===== config.mk =====
export PLATFORM = sky130hd
export DESIGN_NAME = legacy_region_smm_ram_control_decode
export DESIGN_NICKNAME = d
export VERILOG_FILES = /design/src/legacy_decode_pkg.sv /design/src/segment_attr_decode.sv /design/src/smm_ctl_reg.sv /design/src/legacy_region_smm_ram_control_decode.sv
export SDC_FILE = /design/constraint.sdc
export NUM_CORES = 1
export LEC_CHECK = 0
export BUFFER_PORTS_ARGS = -buffer_cell sky130_fd_sc_hd__buf_2
export CORE_MARGIN = 2
export CORE_UTILIZATION = 52
export CTS_BUF_LIST = sky130_fd_sc_hd__clkbuf_16
export DETAILED_ROUTE_END_ITERATION = 10
export PLACE_DENSITY = 0.83
export SETUP_SLACK_MARGIN = 0.2
export SYNTH_ARGS = -nofsm -noshare
export SYNTH_HDL_FRONTEND = slang
export SYNTH_SLANG_ARGS = --single-unit

===== constraint.sdc =====
create_clock -name i_core_clk -period 2.3 [get_ports i_core_clk]
set_clock_uncertainty 0.1 [all_clocks]
set_input_delay 0 -clock i_core_clk [delete_from_list [all_inputs] [get_ports i_core_clk]]
set_output_delay 0 -clock i_core_clk [all_outputs]
set_load 0.03 [all_outputs]

===== src/legacy_decode_pkg.sv =====
// legacy_decode_pkg: offsets, reset values, field positions and types for the legacy decode block
// assumes a plain register port with byte-wide registers at configuration offsets
package legacy_decode_pkg;

  // register offsets
  localparam logic [7:0] ATTR_MAP_BASE_OFS = 8'h90; // seven attribute map bytes 90..96
  localparam logic [7:0] ATTR_MAP_LAST_OFS = 8'h96;
  localparam logic [7:0] FIXED_HOLE_OFS = 8'h97;
  localparam logic [7:0] SMM_RAM_OFS = 8'h9d;

  // reset values
  localparam logic [7:0] FIXED_HOLE_RST = 8'h00;
  localparam logic [7:0] SMM_RAM_RST = 8'h02;
  localparam logic [7:0] ATTR_MAP_RST = 8'h00;

  // field positions
  localparam int HOLE_EN_BIT = 7;
  localparam int SMM_OPEN_BIT = 6;
  localparam int SMM_CLOSED_BIT = 5;
  localparam int SMM_LOCK_BIT = 4;
  localparam int SMM_GLOBAL_BIT = 3;
  localparam logic [2:0] BASE_SEG_VAL = 3'h2; // fixed base segment code

  // address windows (20/32-bit byte addresses)
  localparam logic [31:0] LOW_DOS_TOP = 32'h0007_ffff;
  localparam logic [31:0] HI_DOS_BASE = 32'h0008_0000;
  localparam logic [31:0] HI_DOS_TOP = 32'h0009_ffff;
  localparam logic [31:0] VIDEO_BASE = 32'h000a_0000;
  localparam logic [31:0] VIDEO_TOP = 32'h000b_ffff;
  localparam logic [31:0] EXP_BASE = 32'h000c_0000;
  localparam logic [31:0] EXT_BIOS_TOP = 32'h000e_ffff;
  localparam logic [31:0] SYS_BIOS_BASE = 32'h000f_0000;
  localparam logic [31:0] SYS_BIOS_TOP = 32'h000f_ffff;
  localparam logic [31:0] ISA_HOLE_BASE = 32'h00f0_0000;
  localparam logic [31:0] ISA_HOLE_TOP = 32'h00ff_ffff;
  localparam int SEG_SHIFT = 14; // 16 KB segments
  localparam int SEG_COUNT = 12; // eight expansion plus four extended bios
  localparam int ATTR_REGS = 7;

  // access routing targets
  typedef enum logic [2:0]
  {
    DEST_DRAM = 3'h0,
    DEST_PCI = 3'h1,
    DEST_AGP = 3'h2,
    DEST_HUB = 3'h3,
    DEST_REFUSE = 3'h4
  } dest_t;

  // access initiator
  typedef enum logic [1:0]
  {
    SRC_HOST = 2'h0,
    SRC_HUB = 2'h1,
    SRC_AGP = 2'h2,
    SRC_PCI = 2'h3
  } src_t;

  // incoming access request
  typedef struct packed
  {
    logic valid;
    logic [31:0] addr;
    logic write;
    logic code;   // code fetch rather than data reference
    logic smm;    // smm decode active on this cycle
    src_t src;
  } access_req_t;

  // routing answer
  typedef struct packed
  {
    logic valid;
    dest_t dest;
  } access_rsp_t;

  // register port
  typedef struct packed
  {
    logic [7:0] addr;
    logic [7:0] wdata;
    logic wr;
    logic rd;
  } reg_req_t;

  // smm control decoded for routing
  typedef struct packed
  {
    logic global_on;
    logic open;
    logic closed;
    logic lock;
  } smm_ctl_t;

endpackage : legacy_decode_pkg


===== src/segment_attr_decode.sv =====
// segment_attr_decode: turns one 2-bit read/write attribute into a host destination
// assumes the attribute nibble has write enable at bit 1 and read enable at bit 0
`timescale 1ns/1ps
module segment_attr_decode
  import legacy_decode_pkg::*;
(
  input wire logic [1:0] i_attr,
  input wire logic i_write,
  output legacy_decode_pkg::dest_t o_dest
);
  // enabled direction goes to dram, disabled direction to the hub link
  always_comb
  begin
    if (i_write)
      o_dest = i_attr[1] ? DEST_DRAM : DEST_HUB;
    else
      o_dest = i_attr[0] ? DEST_DRAM : DEST_HUB;
  end
endmodule : segment_attr_decode


===== src/smm_ctl_reg.sv =====
// smm_ctl_reg: smm ram control byte with lock behaviour
// assumes writes arrive as one-cycle strobes with a byte of data
`timescale 1ns/1ps
module smm_ctl_reg
  import legacy_decode_pkg::*;
(
  input wire logic i_core_clk,
  input wire logic i_rst_n,
  input wire logic i_wr,
  input wire logic [7:0] i_wdata,
  output logic [7:0] o_value,
  output legacy_decode_pkg::smm_ctl_t o_ctl
);
  typedef struct packed
  {
    logic open;
    logic closed;
    logic lock;
    logic global_on;
  } smm_state_t;

  smm_state_t state_q;
  smm_state_t state_d;

  // next state of the control bits
  always_comb
  begin
    state_d = state_q;
    if (i_wr)
    begin
      state_d.closed = i_wdata[SMM_CLOSED_BIT];
      if (!state_q.lock)
      begin
        state_d.global_on = i_wdata[SMM_GLOBAL_BIT];
        state_d.open = i_wdata[SMM_OPEN_BIT];
        state_d.lock = i_wdata[SMM_LOCK_BIT];
        if (i_wdata[SMM_LOCK_BIT])
          state_d.open = 1'b0;
      end
    end
  end

  // lock clears only on reset
  always_ff @(posedge i_core_clk or negedge i_rst_n)
  begin
    if (!i_rst_n)
      state_q <= '{open: SMM_RAM_RST[SMM_OPEN_BIT], closed: SMM_RAM_RST[SMM_CLOSED_BIT],
                   lock: SMM_RAM_RST[SMM_LOCK_BIT], global_on: SMM_RAM_RST[SMM_GLOBAL_BIT]};
    else
      state_q <= state_d;
  end

  // readback with fixed base segment
  assign o_value = {1'b0, state_q.open, state_q.closed, state_q.lock, state_q.global_on,
                    BASE_SEG_VAL};
  assign o_ctl = '{global_on: state_q.global_on, open: state_q.open,
                   closed: state_q.closed, lock: state_q.lock};
endmodule : smm_ctl_reg


===== src/legacy_region_smm_ram_control_decode.sv =====
// legacy_region_smm_ram_control_decode: routes accesses below 1 MB and in the 15-16 MB hole
// assumes one access per cycle, answered one cycle later; registers on a plain byte port
//
// Operation
// - lowest 512 KB always goes to dram.
// - 80000h-9FFFFh goes to dram unless declared a hole, then pci.
// - video range ignores segment attributes; routed to pci or agp by vga control.
// - smm-configured video range refuses hub link and agp initiators.
// - C0000h-DFFFFh decodes as eight 16 KB segments with own attributes.
// - E0000h-EFFFFh decodes as four 16 KB segments with own attributes.
// - F0000h-FFFFFh is one 64 KB segment with one attribute.
// - hole enable bit 7 sends 15-16 MB away from dram, no remap.
// - open, closed and lock affect routing only with global smm enable set.
// - open without lock shows smm dram to non-smm host accesses.
// - closed denies data references in smm; code still reaches dram.
// - writing lock clears open and freezes lock, open, global fields.
// - lock set by normal write stays until reset.
// - global enable maps 128 KB dram at A0000h for smm; frozen by lock.
// - bits 2:0 read 010; failed smm access forwards to hub link.
// - read-only segment: host reads to dram, host writes to hub link; non-host to dram.
`timescale 1ns/1ps
module legacy_region_smm_ram_control_decode
(
  input wire logic i_core_clk,
  input wire logic i_rst_n,
  input legacy_decode_pkg::reg_req_t i_reg,
  output logic [7:0] o_reg_rdata,
  input legacy_decode_pkg::access_req_t i_acc,
  input wire logic i_vga_to_agp,
  output legacy_decode_pkg::access_rsp_t o_rsp
);
  import legacy_decode_pkg::*;

  typedef struct packed
  {
    logic hole_en;
    logic [ATTR_REGS-1:0][7:0] attr_map;
    logic [7:0] rdata;
    access_rsp_t rsp;
  } top_state_t;

  top_state_t st_q;
  top_state_t st_d;
  logic [7:0] smm_value;
  smm_ctl_t smm_ctl;
  logic smm_wr;
  logic [SEG_COUNT-1:0][1:0] seg_attr;
  dest_t [SEG_COUNT-1:0] seg_dest;
  dest_t bios_dest;
  logic [3:0] seg_idx;
  logic [2:0] attr_idx;
  logic [31:0] a;
  dest_t dest;
  logic video_dram;
  logic video_smm;

  assign smm_wr = i_reg.wr && (i_reg.addr == SMM_RAM_OFS);

  // smm control register with lock
  smm_ctl_reg u_smm
  (
    .i_core_clk(i_core_clk),
    .i_rst_n(i_rst_n),
    .i_wr(smm_wr),
    .i_wdata(i_reg.wdata),
    .o_value(smm_value),
    .o_ctl(smm_ctl)
  );

  // segment attribute pairs: reg n low nibble = even seg, high nibble = odd seg
  genvar g;
  generate
    for (g = 0; g < SEG_COUNT; g++)
    begin : g_seg
      assign seg_attr[g] = (g % 2 == 0) ? st_q.attr_map[g/2 + 1][1:0]
                                        : st_q.attr_map[g/2 + 1][5:4];
      segment_attr_decode u_seg
      (
        .i_attr(seg_attr[g]),
        .i_write(i_acc.write),
        .o_dest(seg_dest[g])
      );
    end
  endgenerate

  // single bios segment
  segment_attr_decode u_bios
  (
    .i_attr(st_q.attr_map[0][5:4]),
    .i_write(i_acc.write),
    .o_dest(bios_dest)
  );

  assign a = i_acc.addr;
  assign seg_idx = 4'((a - EXP_BASE) >> SEG_SHIFT);
  assign attr_idx = 3'(i_reg.addr - ATTR_MAP_BASE_OFS);

  // video range smm conditions
  always_comb
  begin
    video_smm = smm_ctl.global_on;
    video_dram = smm_ctl.global_on && !(smm_ctl.closed && !i_acc.code)
                 && (i_acc.smm || (smm_ctl.open && !smm_ctl.lock));
  end

  // address decode
  always_comb
  begin
    dest = DEST_DRAM;
    if (a <= LOW_DOS_TOP)
      dest = DEST_DRAM;
    else if (a >= HI_DOS_BASE && a <= HI_DOS_TOP)
      dest = st_q.hole_en ? DEST_PCI : DEST_DRAM;
    else if (a >= VIDEO_BASE && a <= VIDEO_TOP)
    begin
      if (video_smm && (i_acc.src == SRC_HUB || i_acc.src == SRC_AGP))
        dest = DEST_REFUSE;
      else if (i_acc.src != SRC_HOST)
        dest = i_vga_to_agp ? DEST_AGP : DEST_PCI;
      else if (video_dram)
        dest = DEST_DRAM;
      else if (video_smm && i_acc.smm)
        dest = DEST_HUB;
      else
        dest = i_vga_to_agp ? DEST_AGP : DEST_PCI;
    end
    else if (a >= EXP_BASE && a <= EXT_BIOS_TOP)
      dest = (i_acc.src == SRC_HOST) ? seg_dest[seg_idx] : DEST_DRAM;
    else if (a >= SYS_BIOS_BASE && a <= SYS_BIOS_TOP)
      dest = (i_acc.src == SRC_HOST) ? bios_dest : DEST_DRAM;
    else if (a >= ISA_HOLE_BASE && a <= ISA_HOLE_TOP && st_q.hole_en)
      dest = DEST_PCI;
  end

  // register port and registered answer
  always_comb
  begin
    st_d = st_q;
    st_d.rsp.valid = i_acc.valid;
    st_d.rsp.dest = i_acc.valid ? dest : DEST_DRAM;
    st_d.rdata = 8'h00;
    if (i_reg.wr)
    begin
      if (i_reg.addr == FIXED_HOLE_OFS)
        st_d.hole_en = i_reg.wdata[HOLE_EN_BIT];
      else if (i_reg.addr >= ATTR_MAP_BASE_OFS && i_reg.addr <= ATTR_MAP_LAST_OFS)
        st_d.attr_map[attr_idx] = (attr_idx == 3'h0) ? (i_reg.wdata & 8'h30)
                                                    : (i_reg.wdata & 8'h33);
    end
    if (i_reg.rd)
    begin
      if (i_reg.addr == FIXED_HOLE_OFS)
        st_d.rdata = {st_q.hole_en, 7'h00};
      else if (i_reg.addr == SMM_RAM_OFS)
        st_d.rdata = smm_value;
      else if (i_reg.addr >= ATTR_MAP_BASE_OFS && i_reg.addr <= ATTR_MAP_LAST_OFS)
        st_d.rdata = st_q.attr_map[attr_idx];
    end
  end

  always_ff @(posedge i_core_clk or negedge i_rst_n)
  begin
    if (!i_rst_n)
    begin
      st_q.hole_en <= FIXED_HOLE_RST[HOLE_EN_BIT];
      st_q.attr_map <= {ATTR_REGS{ATTR_MAP_RST}};
      st_q.rdata <= 8'h00;
      st_q.rsp <= '{valid: 1'b0, dest: DEST_DRAM};
    end
    else
      st_q <= st_d;
  end

  assign o_reg_rdata = st_q.rdata;
  assign o_rsp = st_q.rsp;
endmodule : legacy_region_smm_ram_control_decode


==> flow_summary.toml, run 1 <==
[final_layout]
finalNetCount = 340
fill_cells = 383
drive_gt1_frac = 0.363
antenna_cells = 0
finish.instance_area_um2 = 3020
layout_common_cells = "54 x buf_2, 44 x dfrtp_1, 34 x mux2_2"
finalCoreUtilization = 0.643
area_growth_pct = 19.7
fin_cells = 335
multi_input_area_um2 = 1230
final-seq-area_um2 = 1100
final_common_cell = "buf_2"

[yosys]
synth_fa_ha_area_frac = 0.00497
synth-xor-area-share = 0
syn_area_per_cell_um2 = 11.2
yosys_warnings = 0
synth-simple-area-share = 0.145
synth_mux_area_frac = 0.240
yosysSeqAreaShare = 0.437
syn_nets = 286
syn_inst = 226
synth_compound_area_frac = 0.0968
ys_types = 44
synth_top_family_by_area = "multiplexers"
synth.ff_latch_count = 44
netlist_area_um2 = 2520

[setup_path]
crit_path_start_kind = "flip-flop"
worstSetupStartpoint = "seg_attr[9]"
crit_chain = "mux4_1, mux2i_1, and4_1, a2111oi_0, o22ai_1"
path_class = "reg -> reg"
cp-end-kind = "flip-flop"
worst-path-max-fanout = 3
worst-r2r-setup-slack_ns = 0.44
arrival_ns = 1.89
cpMaxStageDelayCell = "a2111oi_0"
timing.rr.start = "seg_attr[9]"
cpPeakStageDelay_ns = 0.45
ff2ff_path_depth = 5
critPathRequiredTime_ns = 2.33
timing.rr.end = "o_rsp[0]"

[power]
combinationalPowerShare = 0.116
p_per_area_nw_per_um2 = 599
ir_drop_v = 0.000494
switchingPower_mw = 0.405
power.share.clock = 0.431
p_sw_frac = 0.224
p_int_mw = 1.40
p_leak_nw = 1.47
sequentialPowerShare = 0.453

[floorplanning]
start_util = 0.537
die_x_um = 73.6
die_h_um = 73.6
rows = 25
ios = 71
die-area_um2 = 5420
core_um2 = 4690

[drt]
drc = 0
ant_nets = 0
finalWirelength_um = 5800
vias = 2015
drt-vias-per-instance = 6.01
drt_pre_antenna_iters = 7
routedWlPerCell_um = 17.3
drt_iter0_drc = 136

[clock_tree]
cts_post_setup_buffers_inserted = 0
clkLatencyLatePin_ns = 0.28
clockRootBuffer = "clkbuf_16"
cts_buffer_depth = 2
hold_buffers = 13
cts_resized = 0
cts_buffers = 5
tritoncts = "yes"
clk_pin_slew_ns = 0.06
numClockSinks = 44
htree_levels = 2

[global_routing]
first_global_vias = 2039
grt_pass1_wl_um = 9670
grt_max_degree = 45
antenna_found_initial = 0
grt_overflow = 0
grt_usage = 0.239

[sta]
setup_viol = 0
relSlewSlack = 0.361
rsz0062_at_grt = "no"
finalSetupTns_ns = 0
maxSlewViolCount = 0
min_period_over_period = 0.807
hold_violations = 0
max_slew.worst_pin.slew_ns = 0.959
fmax_mhz = 539
finalCriticalPeriod_ns = 1.86
setup_slack_ns = 0.444

[placement]
place_area_um2 = 2720
dpl.hpwl_um = 4120
dp_slack_ns = 0.515
portBuffers = 54
dp_cells = 314
place.gp.congestion = 0.935

[flow_run]
maxCapViolCount = 0

[worst_hold_path]
min_path_type = "in -> reg"
min_path_cells = 2
min_from = "i_reg[6]"
min_to = "seg_attr[14]"

[run_status]
status = "completed"
## flip-flops by register name, indices dropped and copies added (netlist names)
| name | flops |
|---|---|
| seg_attr | 24 |
| o_rsp | 4 |
| o_reg_rdata | 7 |
| st_q | 5 |
| u_smm.o_ctl | 4 |
## final cells by class
cell class / count / share of cell area
repair buffers: 69 / 0.138
clock buffers: 5 / 0.0415
inverters: 10 / 0.0124
well taps: 54 / 0.0224
multi-input cells: 150 / 0.408
flip-flops and latches: 44 / 0.365
clock inverters: 3 / 0.0124
## per-stage QoR
| step | hold WS (ns) | total power [mW] |
|---|---|---|
| global route | 0.0399 | 1.88 |
| finish | 0.0247 | 1.81 |
| global placement | 0.0246 | 1.02 |
| CTS | 0.0221 | 1.82 |
| detailed placement | 0.0242 | 1.03 |
| floorplan | -0.396 | 0.939 |
## cell usage after synthesis (all sizes together)
| master | n | area (µm²) |
|---|---|---|
| a21boi | 1 | 7.51 |
| nor2 | 12 | 45.0 |
| o22ai | 5 | 31.3 |
| a21oi | 7 | 35.0 |
| and3 | 3 | 18.8 |
| a2bb2oi | 1 | 8.76 |
| o311ai | 2 | 17.5 |
| ha | 1 | 12.5 |
| a221o | 1 | 10.0 |
| nand3b | 2 | 15.0 |
| clkbuf | 4 | 15.0 |
| inv | 10 | 37.5 |
| nand2b | 5 | 31.3 |
| a31oi | 2 | 12.5 |
| nor4 | 4 | 46.3 |
| o21ai | 6 | 30.0 |
| or3 | 1 | 6.26 |
| and4 | 2 | 17.5 |
| nand3 | 8 | 40.0 |
| a32o | 1 | 10.0 |
| o21a | 1 | 7.51 |
| dfrtp | 44 | 1100 |
| mux2 | 34 | 383 |
| o31ai | 4 | 30.0 |
| nor2b | 5 | 31.3 |
| nand4b | 2 | 17.5 |
| nand4 | 1 | 6.26 |
| buf | 18 | 135 |
| o41ai | 1 | 8.76 |
| conb | 1 | 3.75 |
| nor3 | 5 | 30.0 |
| o221ai | 1 | 8.76 |
| mux4 | 7 | 173 |
| mux2i | 5 | 50.1 |
| o2bb2ai | 1 | 8.76 |
| nand2 | 16 | 60.1 |
| a2111oi | 2 | 17.5 |
## layer usage
layer	track usage	part of all wire	wire length [µm]	vias up
met5	0	0	0	-
met4	0.0848	0.018	102	0
met3	0.0480	0.068	395	12
met2	0.402	0.50	2920	91
met1	0.307	0.41	2390	979
li1	-	-	-	933
## kinds of logic after synthesis
family / count (synthesis)
AND/OR/NAND/NOR: 66
multiplexers: 46
flip-flops: 44
AO/OA/AOI/OAI: 36
buffers and inverters: 32
adder cells (fa/ha/maj): 1
other: 1
## critical path, delay by kind of cell, from the launching register on
family	cells	cell delay, ns
flip-flops	1	0.38
AND/OR/NAND/NOR	1	0.20
multiplexers	2	0.40
AO/OA/AOI/OAI	2	0.63
## power groups by stage
stage | clock (mW) | combinational, mW | sequential [mW]
floorplan | 0 | 0.114 | 0.825
global placement | 0 | 0.189 | 0.830
detailed placement | 0 | 0.193 | 0.833
CTS | 0.792 | 0.209 | 0.819
global route | 0.824 | 0.231 | 0.822
finish | 0.779 | 0.209 | 0.819
## worst max path at each step
stage / end / slack (ns) / depth (start not counted)
floorplan: o_rsp[1] / 0.65 / 4
global placement: o_rsp[1] / 0.53 / 4
detailed placement: o_rsp[1] / 0.52 / 4
CTS: o_rsp[0] / 0.49 / 5
global route: o_rsp[0] / 0.27 / 5
finish: o_rsp[0] / 0.44 / 5
Note: power is estimated with default switching activity, not from simulation.
==> run 2, diff against run 1 <==
--- a/config.mk
+++ b/config.mk
@@ -7,10 +7,10 @@
 export LEC_CHECK = 0
 export BUFFER_PORTS_ARGS = -buffer_cell sky130_fd_sc_hd__buf_2
 export CORE_MARGIN = 2
-export CORE_UTILIZATION = 52
+export CORE_UTILIZATION = 47
 export CTS_BUF_LIST = sky130_fd_sc_hd__clkbuf_16
 export DETAILED_ROUTE_END_ITERATION = 10
-export PLACE_DENSITY = 0.83
+export PLACE_DENSITY = 0.79
 export SETUP_SLACK_MARGIN = 0.2
 export SYNTH_ARGS = -nofsm -noshare
 export SYNTH_HDL_FRONTEND = slang
==> constraint.sdc (replaced) <==
create_clock -name i_core_clk -period 1.52 [get_ports i_core_clk]
set_clock_uncertainty 0.1 [all_clocks]
set_input_delay 0 -clock i_core_clk [delete_from_list [all_inputs] [get_ports i_core_clk]]
set_output_delay 0 -clock i_core_clk [all_outputs]
set_load 0.03 [all_outputs]
==> flow_summary.toml, run 2 (synthesis gave the netlist of run 1 again) <==
[final_layout]
finalCoreUtilization = 0.698
antenna_cells = 0
layout_common_cells = "51 x buf_2, 44 x dfrtp_1, 43 x buf_4"
largest_reg_flops = 24
fin_cells = 396
fill_cells = 345
area_growth_pct = 42.3
final_common_cell = "buf_2"
drive_gt1_frac = 0.540
finalNetCount = 385

[power]
p_leak_nw = 1.72
p_int_mw = 2.05
total_power_mw = 2.76
p_sw_frac = 0.257
ir_drop_v = 0.000453
combinationalPowerShare = 0.173
switchingPower_mw = 0.710
power.share.clock = 0.380
sequentialPowerShare = 0.447
p_per_area_nw_per_um2 = 769

[sta]
whs_ns = 0.00937
finalSetupTns_ns = -0.417
hold_violations = 0
fmax_mhz = 574
setup_slack_ns = -0.221
setup_viol = 3
finalCriticalPeriod_ns = 1.74
rsz0062_at_grt = "yes"
max_slew.worst_pin.slew_ns = 0.558
min_period_over_period = 1.15
maxSlewViolCount = 0
relSlewSlack = 0.628

[drt]
vias = 2275
wl_met3_um = 548
drt_iter0_drc = 193
top_layer_used = "met4"
drc = 0
drt-vias-per-instance = 5.74
met2WireLength_um = 3790
drt_pre_antenna_iters = 4
routedWlPerCell_um = 18.8
met1_length_um = 2840
ant_nets = 0
finalWirelength_um = 7440

[placement]
place.gp.congestion = 0.925
dp_cells = 368
portBuffers = 54
dpl.hpwl_um = 5010

[floorplanning]
ios = 71
die-area_um2 = 5960
die_h_um = 77.2
core_um2 = 5140
start_util = 0.490
rows = 26
die_x_um = 77.2

[global_routing]
grt_pass1_wl_um = 11700
antenna_found_initial = 0
first_global_vias = 2397
grt_usage = 0.254
grt_overflow = 0
grt_max_degree = 45

[setup_path]
cpMaxStageDelayCell = "mux4_2"
arrival_ns = 1.87
crit_path_start_kind = "flip-flop"
crit_buf_inv = 0
critPathRequiredTime_ns = 1.65
cpPeakStageDelay_ns = 0.48
crit_chain = "mux4_2, mux2_4, o311ai_2, a32o_1"
worstSetupStartpoint = "seg_attr[6]"
path_class = "reg -> reg"
cp_top_family = "multiplexers"
timing.rr.start = "seg_attr[6]"
cp-end-kind = "flip-flop"
worst-path-max-fanout = 2

[clock_tree]
tritoncts = "yes"
htree_levels = 2
cts_buffers = 5
clockRootBuffer = "clkbuf_16"
clkLatencyLatePin_ns = 0.29
clk_pin_slew_ns = 0.06
numClockSinks = 44
cts_buffer_depth = 2

[worst_hold_path]
min_path_type = "in -> reg"
min_from = "i_reg[7]"

[run_status]
status = "finished, violations left"
violations = "negative setup slack"

[flow_run]
maxCapViolCount = 0
## run 2: cell types whose count changed in the layout (fill, tap and decap cells not counted), moves of 3 or more
cell / delta
mux4_1: -4
mux4_2: +4
buf_4: +41
o22ai_1: -3
a21oi_2: +3
nor2_4: +4
buf_2: -3
nor2_1: -6
buf_6: +8
a21oi_1: -3
mux2_4: +9
mux2_2: -9
## run 2: metal layers
layer | vias up | track usage
met4 | 0 | 0.123
met2 | 123 | 0.441
li1 | 1021 | -
met1 | 1109 | 0.296
met5 | - | 0
met3 | 22 | 0.0565
## run 2: worst paths after layout
check                           slack (ns)  cells past startpoint        endpoint
worst max-delay path                 -0.22                      4        o_rsp[1]
worst max register to register       -0.22                      4        o_rsp[1]
worst min-delay path                 0.009                      2        st_q[17]
worst min register to register        0.43                      2  u_smm.o_ctl[2]
min in group asynchronous             0.24                      3        st_q[68]
max in group asynchronous             0.69                      3    seg_attr[13]
## run 2: power groups by stage
| stage | clock (mW) | combinational [mW] | sequential [mW] |
|---|---|---|---|
| after CTS | 1.05 | 0.437 | 1.23 |
| after global routing | 1.11 | 0.511 | 1.24 |
| final | 1.05 | 0.477 | 1.23 |
| after global placement | 0 | 0.375 | 1.25 |
| after detailed placement | 0 | 0.387 | 1.25 |
| after floorplan | 0 | 0.180 | 1.25 |
## run 2: layout make-up
type,count,area (µm²),share of cell area
multi-input cells,150,1430,0.399
inverters,10,37.5,0.0105
clock inverters,3,13.8,0.00384
clock buffers,5,125,0.0349
repair buffers,114,791,0.221
well taps,70,87.6,0.0244
flip-flops and latches,44,1100,0.307
## run 2: repair_timing
action / 4_1_cts / 5_1_grt
pin swaps: 10 / 9
resized for setup: 17 / 30
setup buffers: 5 / 3
hold buffers: 12 / 0
setup endpoints to repair: 19 / 29
hold endpoints to repair: 68 / 0
## run 2: per-stage QoR
stage	area, µm²	setup WS, ns
finish	3590	-0.221
global route	3590	-0.236
CTS	3450	-0.207
detailed placement	3080	-0.240
global placement	3080	-0.170
floorplan	2580	-0.131
==> run 3, diff against run 2 <==
--- a/config.mk
+++ b/config.mk
@@ -10,6 +10,7 @@
 export CORE_UTILIZATION = 47
 export CTS_BUF_LIST = sky130_fd_sc_hd__clkbuf_16
 export DETAILED_ROUTE_END_ITERATION = 10
+export MAX_ROUTING_LAYER = met4
 export PLACE_DENSITY = 0.79
 export SETUP_SLACK_MARGIN = 0.2
 export SYNTH_ARGS = -nofsm -noshare
==> flow_summary.toml, run 3 (synthesis gave the netlist of run 1 again) <==
[power]
p_leak_nw = 1.70
ir_drop_v = 0.000551
p_per_area_nw_per_um2 = 779

[setup_path]
worst-r2r-setup-slack_ns = -0.21
cpMaxStageDelayCell = "mux4_2"
worst-path-max-fanout = 2
cp-end-kind = "flip-flop"
arrival_ns = 1.85
crit_path_start_kind = "flip-flop"
crit_chain = "mux4_2, mux2_4, o311ai_4, a32o_1"
critPathRequiredTime_ns = 1.65
path_class = "reg -> reg"
cpPeakStageDelay_ns = 0.47

[placement]
dpl.hpwl_um = 4890
dp_slack_ns = -0.193
place_area_um2 = 3090
portBuffers = 54
place.gp.congestion = 0.948

[floorplanning]
die_h_um = 77.2
die-area_um2 = 5960
die_x_um = 77.2
core_um2 = 5140
start_util = 0.490
ios = 71
rows = 26

[sta]
setup_slack_ns = -0.206
relSlewSlack = 0.619
max_slew.worst_pin.slew_ns = 0.571
maxSlewViolCount = 0
rsz0062_at_grt = "yes"
min_period_over_period = 1.14
fmax_mhz = 580
finalCriticalPeriod_ns = 1.73
setup_viol = 3
hold_violations = 0

[clock_tree]
clkLatencyLatePin_ns = 0.29
cts_buffers = 5
clk_pin_slew_ns = 0.06
cts_buffer_depth = 2
htree_levels = 2
numClockSinks = 44
tritoncts = "yes"
clockRootBuffer = "clkbuf_16"

[final_layout]
layout_common_cells = "51 x buf_2, 44 x dfrtp_1, 40 x buf_4"
drive_gt1_frac = 0.539
finalNetCount = 382
finish.instance_area_um2 = 3540
largest_reg_flops = 24
finalCoreUtilization = 0.688
area_growth_pct = 40.4
antenna_cells = 0
final_common_cell = "buf_2"

[global_routing]
grt_max_degree = 45
antenna_found_initial = 0
grt_usage = 0.263
first_global_vias = 2399
grt_pass1_wl_um = 11800
grt_overflow = 0

[drt]
routedWlPerCell_um = 18.8
finalWirelength_um = 7380
drc = 0
drt_iter0_drc = 188
drt_pre_antenna_iters = 4
vias = 2285
drt-vias-per-instance = 5.81
ant_nets = 0

[flow_run]
maxCapViolCount = 0

[run_status]
status = "finished, violations left"
violations = "negative setup slack"

[worst_hold_path]
min_path_type = "in -> reg"
## run 3: repair_timing
| item | 4_1_cts | 5_1_grt |
|---|---|---|
| setup buffers | 2 | 3 |
| hold buffers | 11 | 0 |
| resized for setup | 18 | 23 |
| hold endpoints to repair | 68 | 0 |
| setup endpoints to repair | 15 | 21 |
| pin swaps | 8 | 11 |
## run 3: cell type report
class                   count  area [µm²]
well taps                  70        87.6
multi-input cells         150        1410
flip-flops and latches     44        1100
fillers                   372        1600
repair buffers            111         767
clock buffers               5         125
clock inverters             3        13.8
inverters                  10        37.5
## run 3: critical path, delay by kind of cell (launching register included)
family	cells	cell delay (ns)
flops	1	0.38
mux	2	0.77
compound gates	2	0.41
## run 3: per-layer routing
layer / vias up / part of all wire / global-route usage
met3: 16 / 0.078 / 0.0624
met1: 1136 / 0.38 / 0.305
met4: 0 / 0.024 / 0.104
li1: 1015 / - / -
met2: 118 / 0.51 / 0.442
met5: - / 0 / -
## run 3: where the power goes
group	leakage (nW)	switching [mW]	internal (mW)
Clock	0.0710	0.444	0.597
Sequential	0.602	0.0246	1.21
Combinational	1.03	0.238	0.242
## run 3: metrics by stage
step / power (mW) / TNS [ns] / hold WS [ns] / cells
floorplan: 1.43 / -0.157 / -0.396 / 226
global placement: 1.62 / -2.05 / 0.00691 / 369
detailed placement: 1.64 / -2.44 / 0.0139 / 369
CTS: 2.73 / -0.387 / 0.00264 / 390
global route: 2.88 / -0.695 / 0.0141 / 393
finish: 2.75 / -0.559 / 0.00856 / 393
## run 3: worst paths after layout
check,start,to,cells past startpoint
max,seg_attr[6],o_rsp[1],4
min,i_reg[10],o_reg_rdata[0],3
max in group asynchronous,i_rst_n,seg_attr[1],3
min in group asynchronous,i_rst_n,o_reg_rdata[0],3
max reg2reg,seg_attr[6],o_rsp[1],4
min reg2reg,st_q[13],st_q[13],1
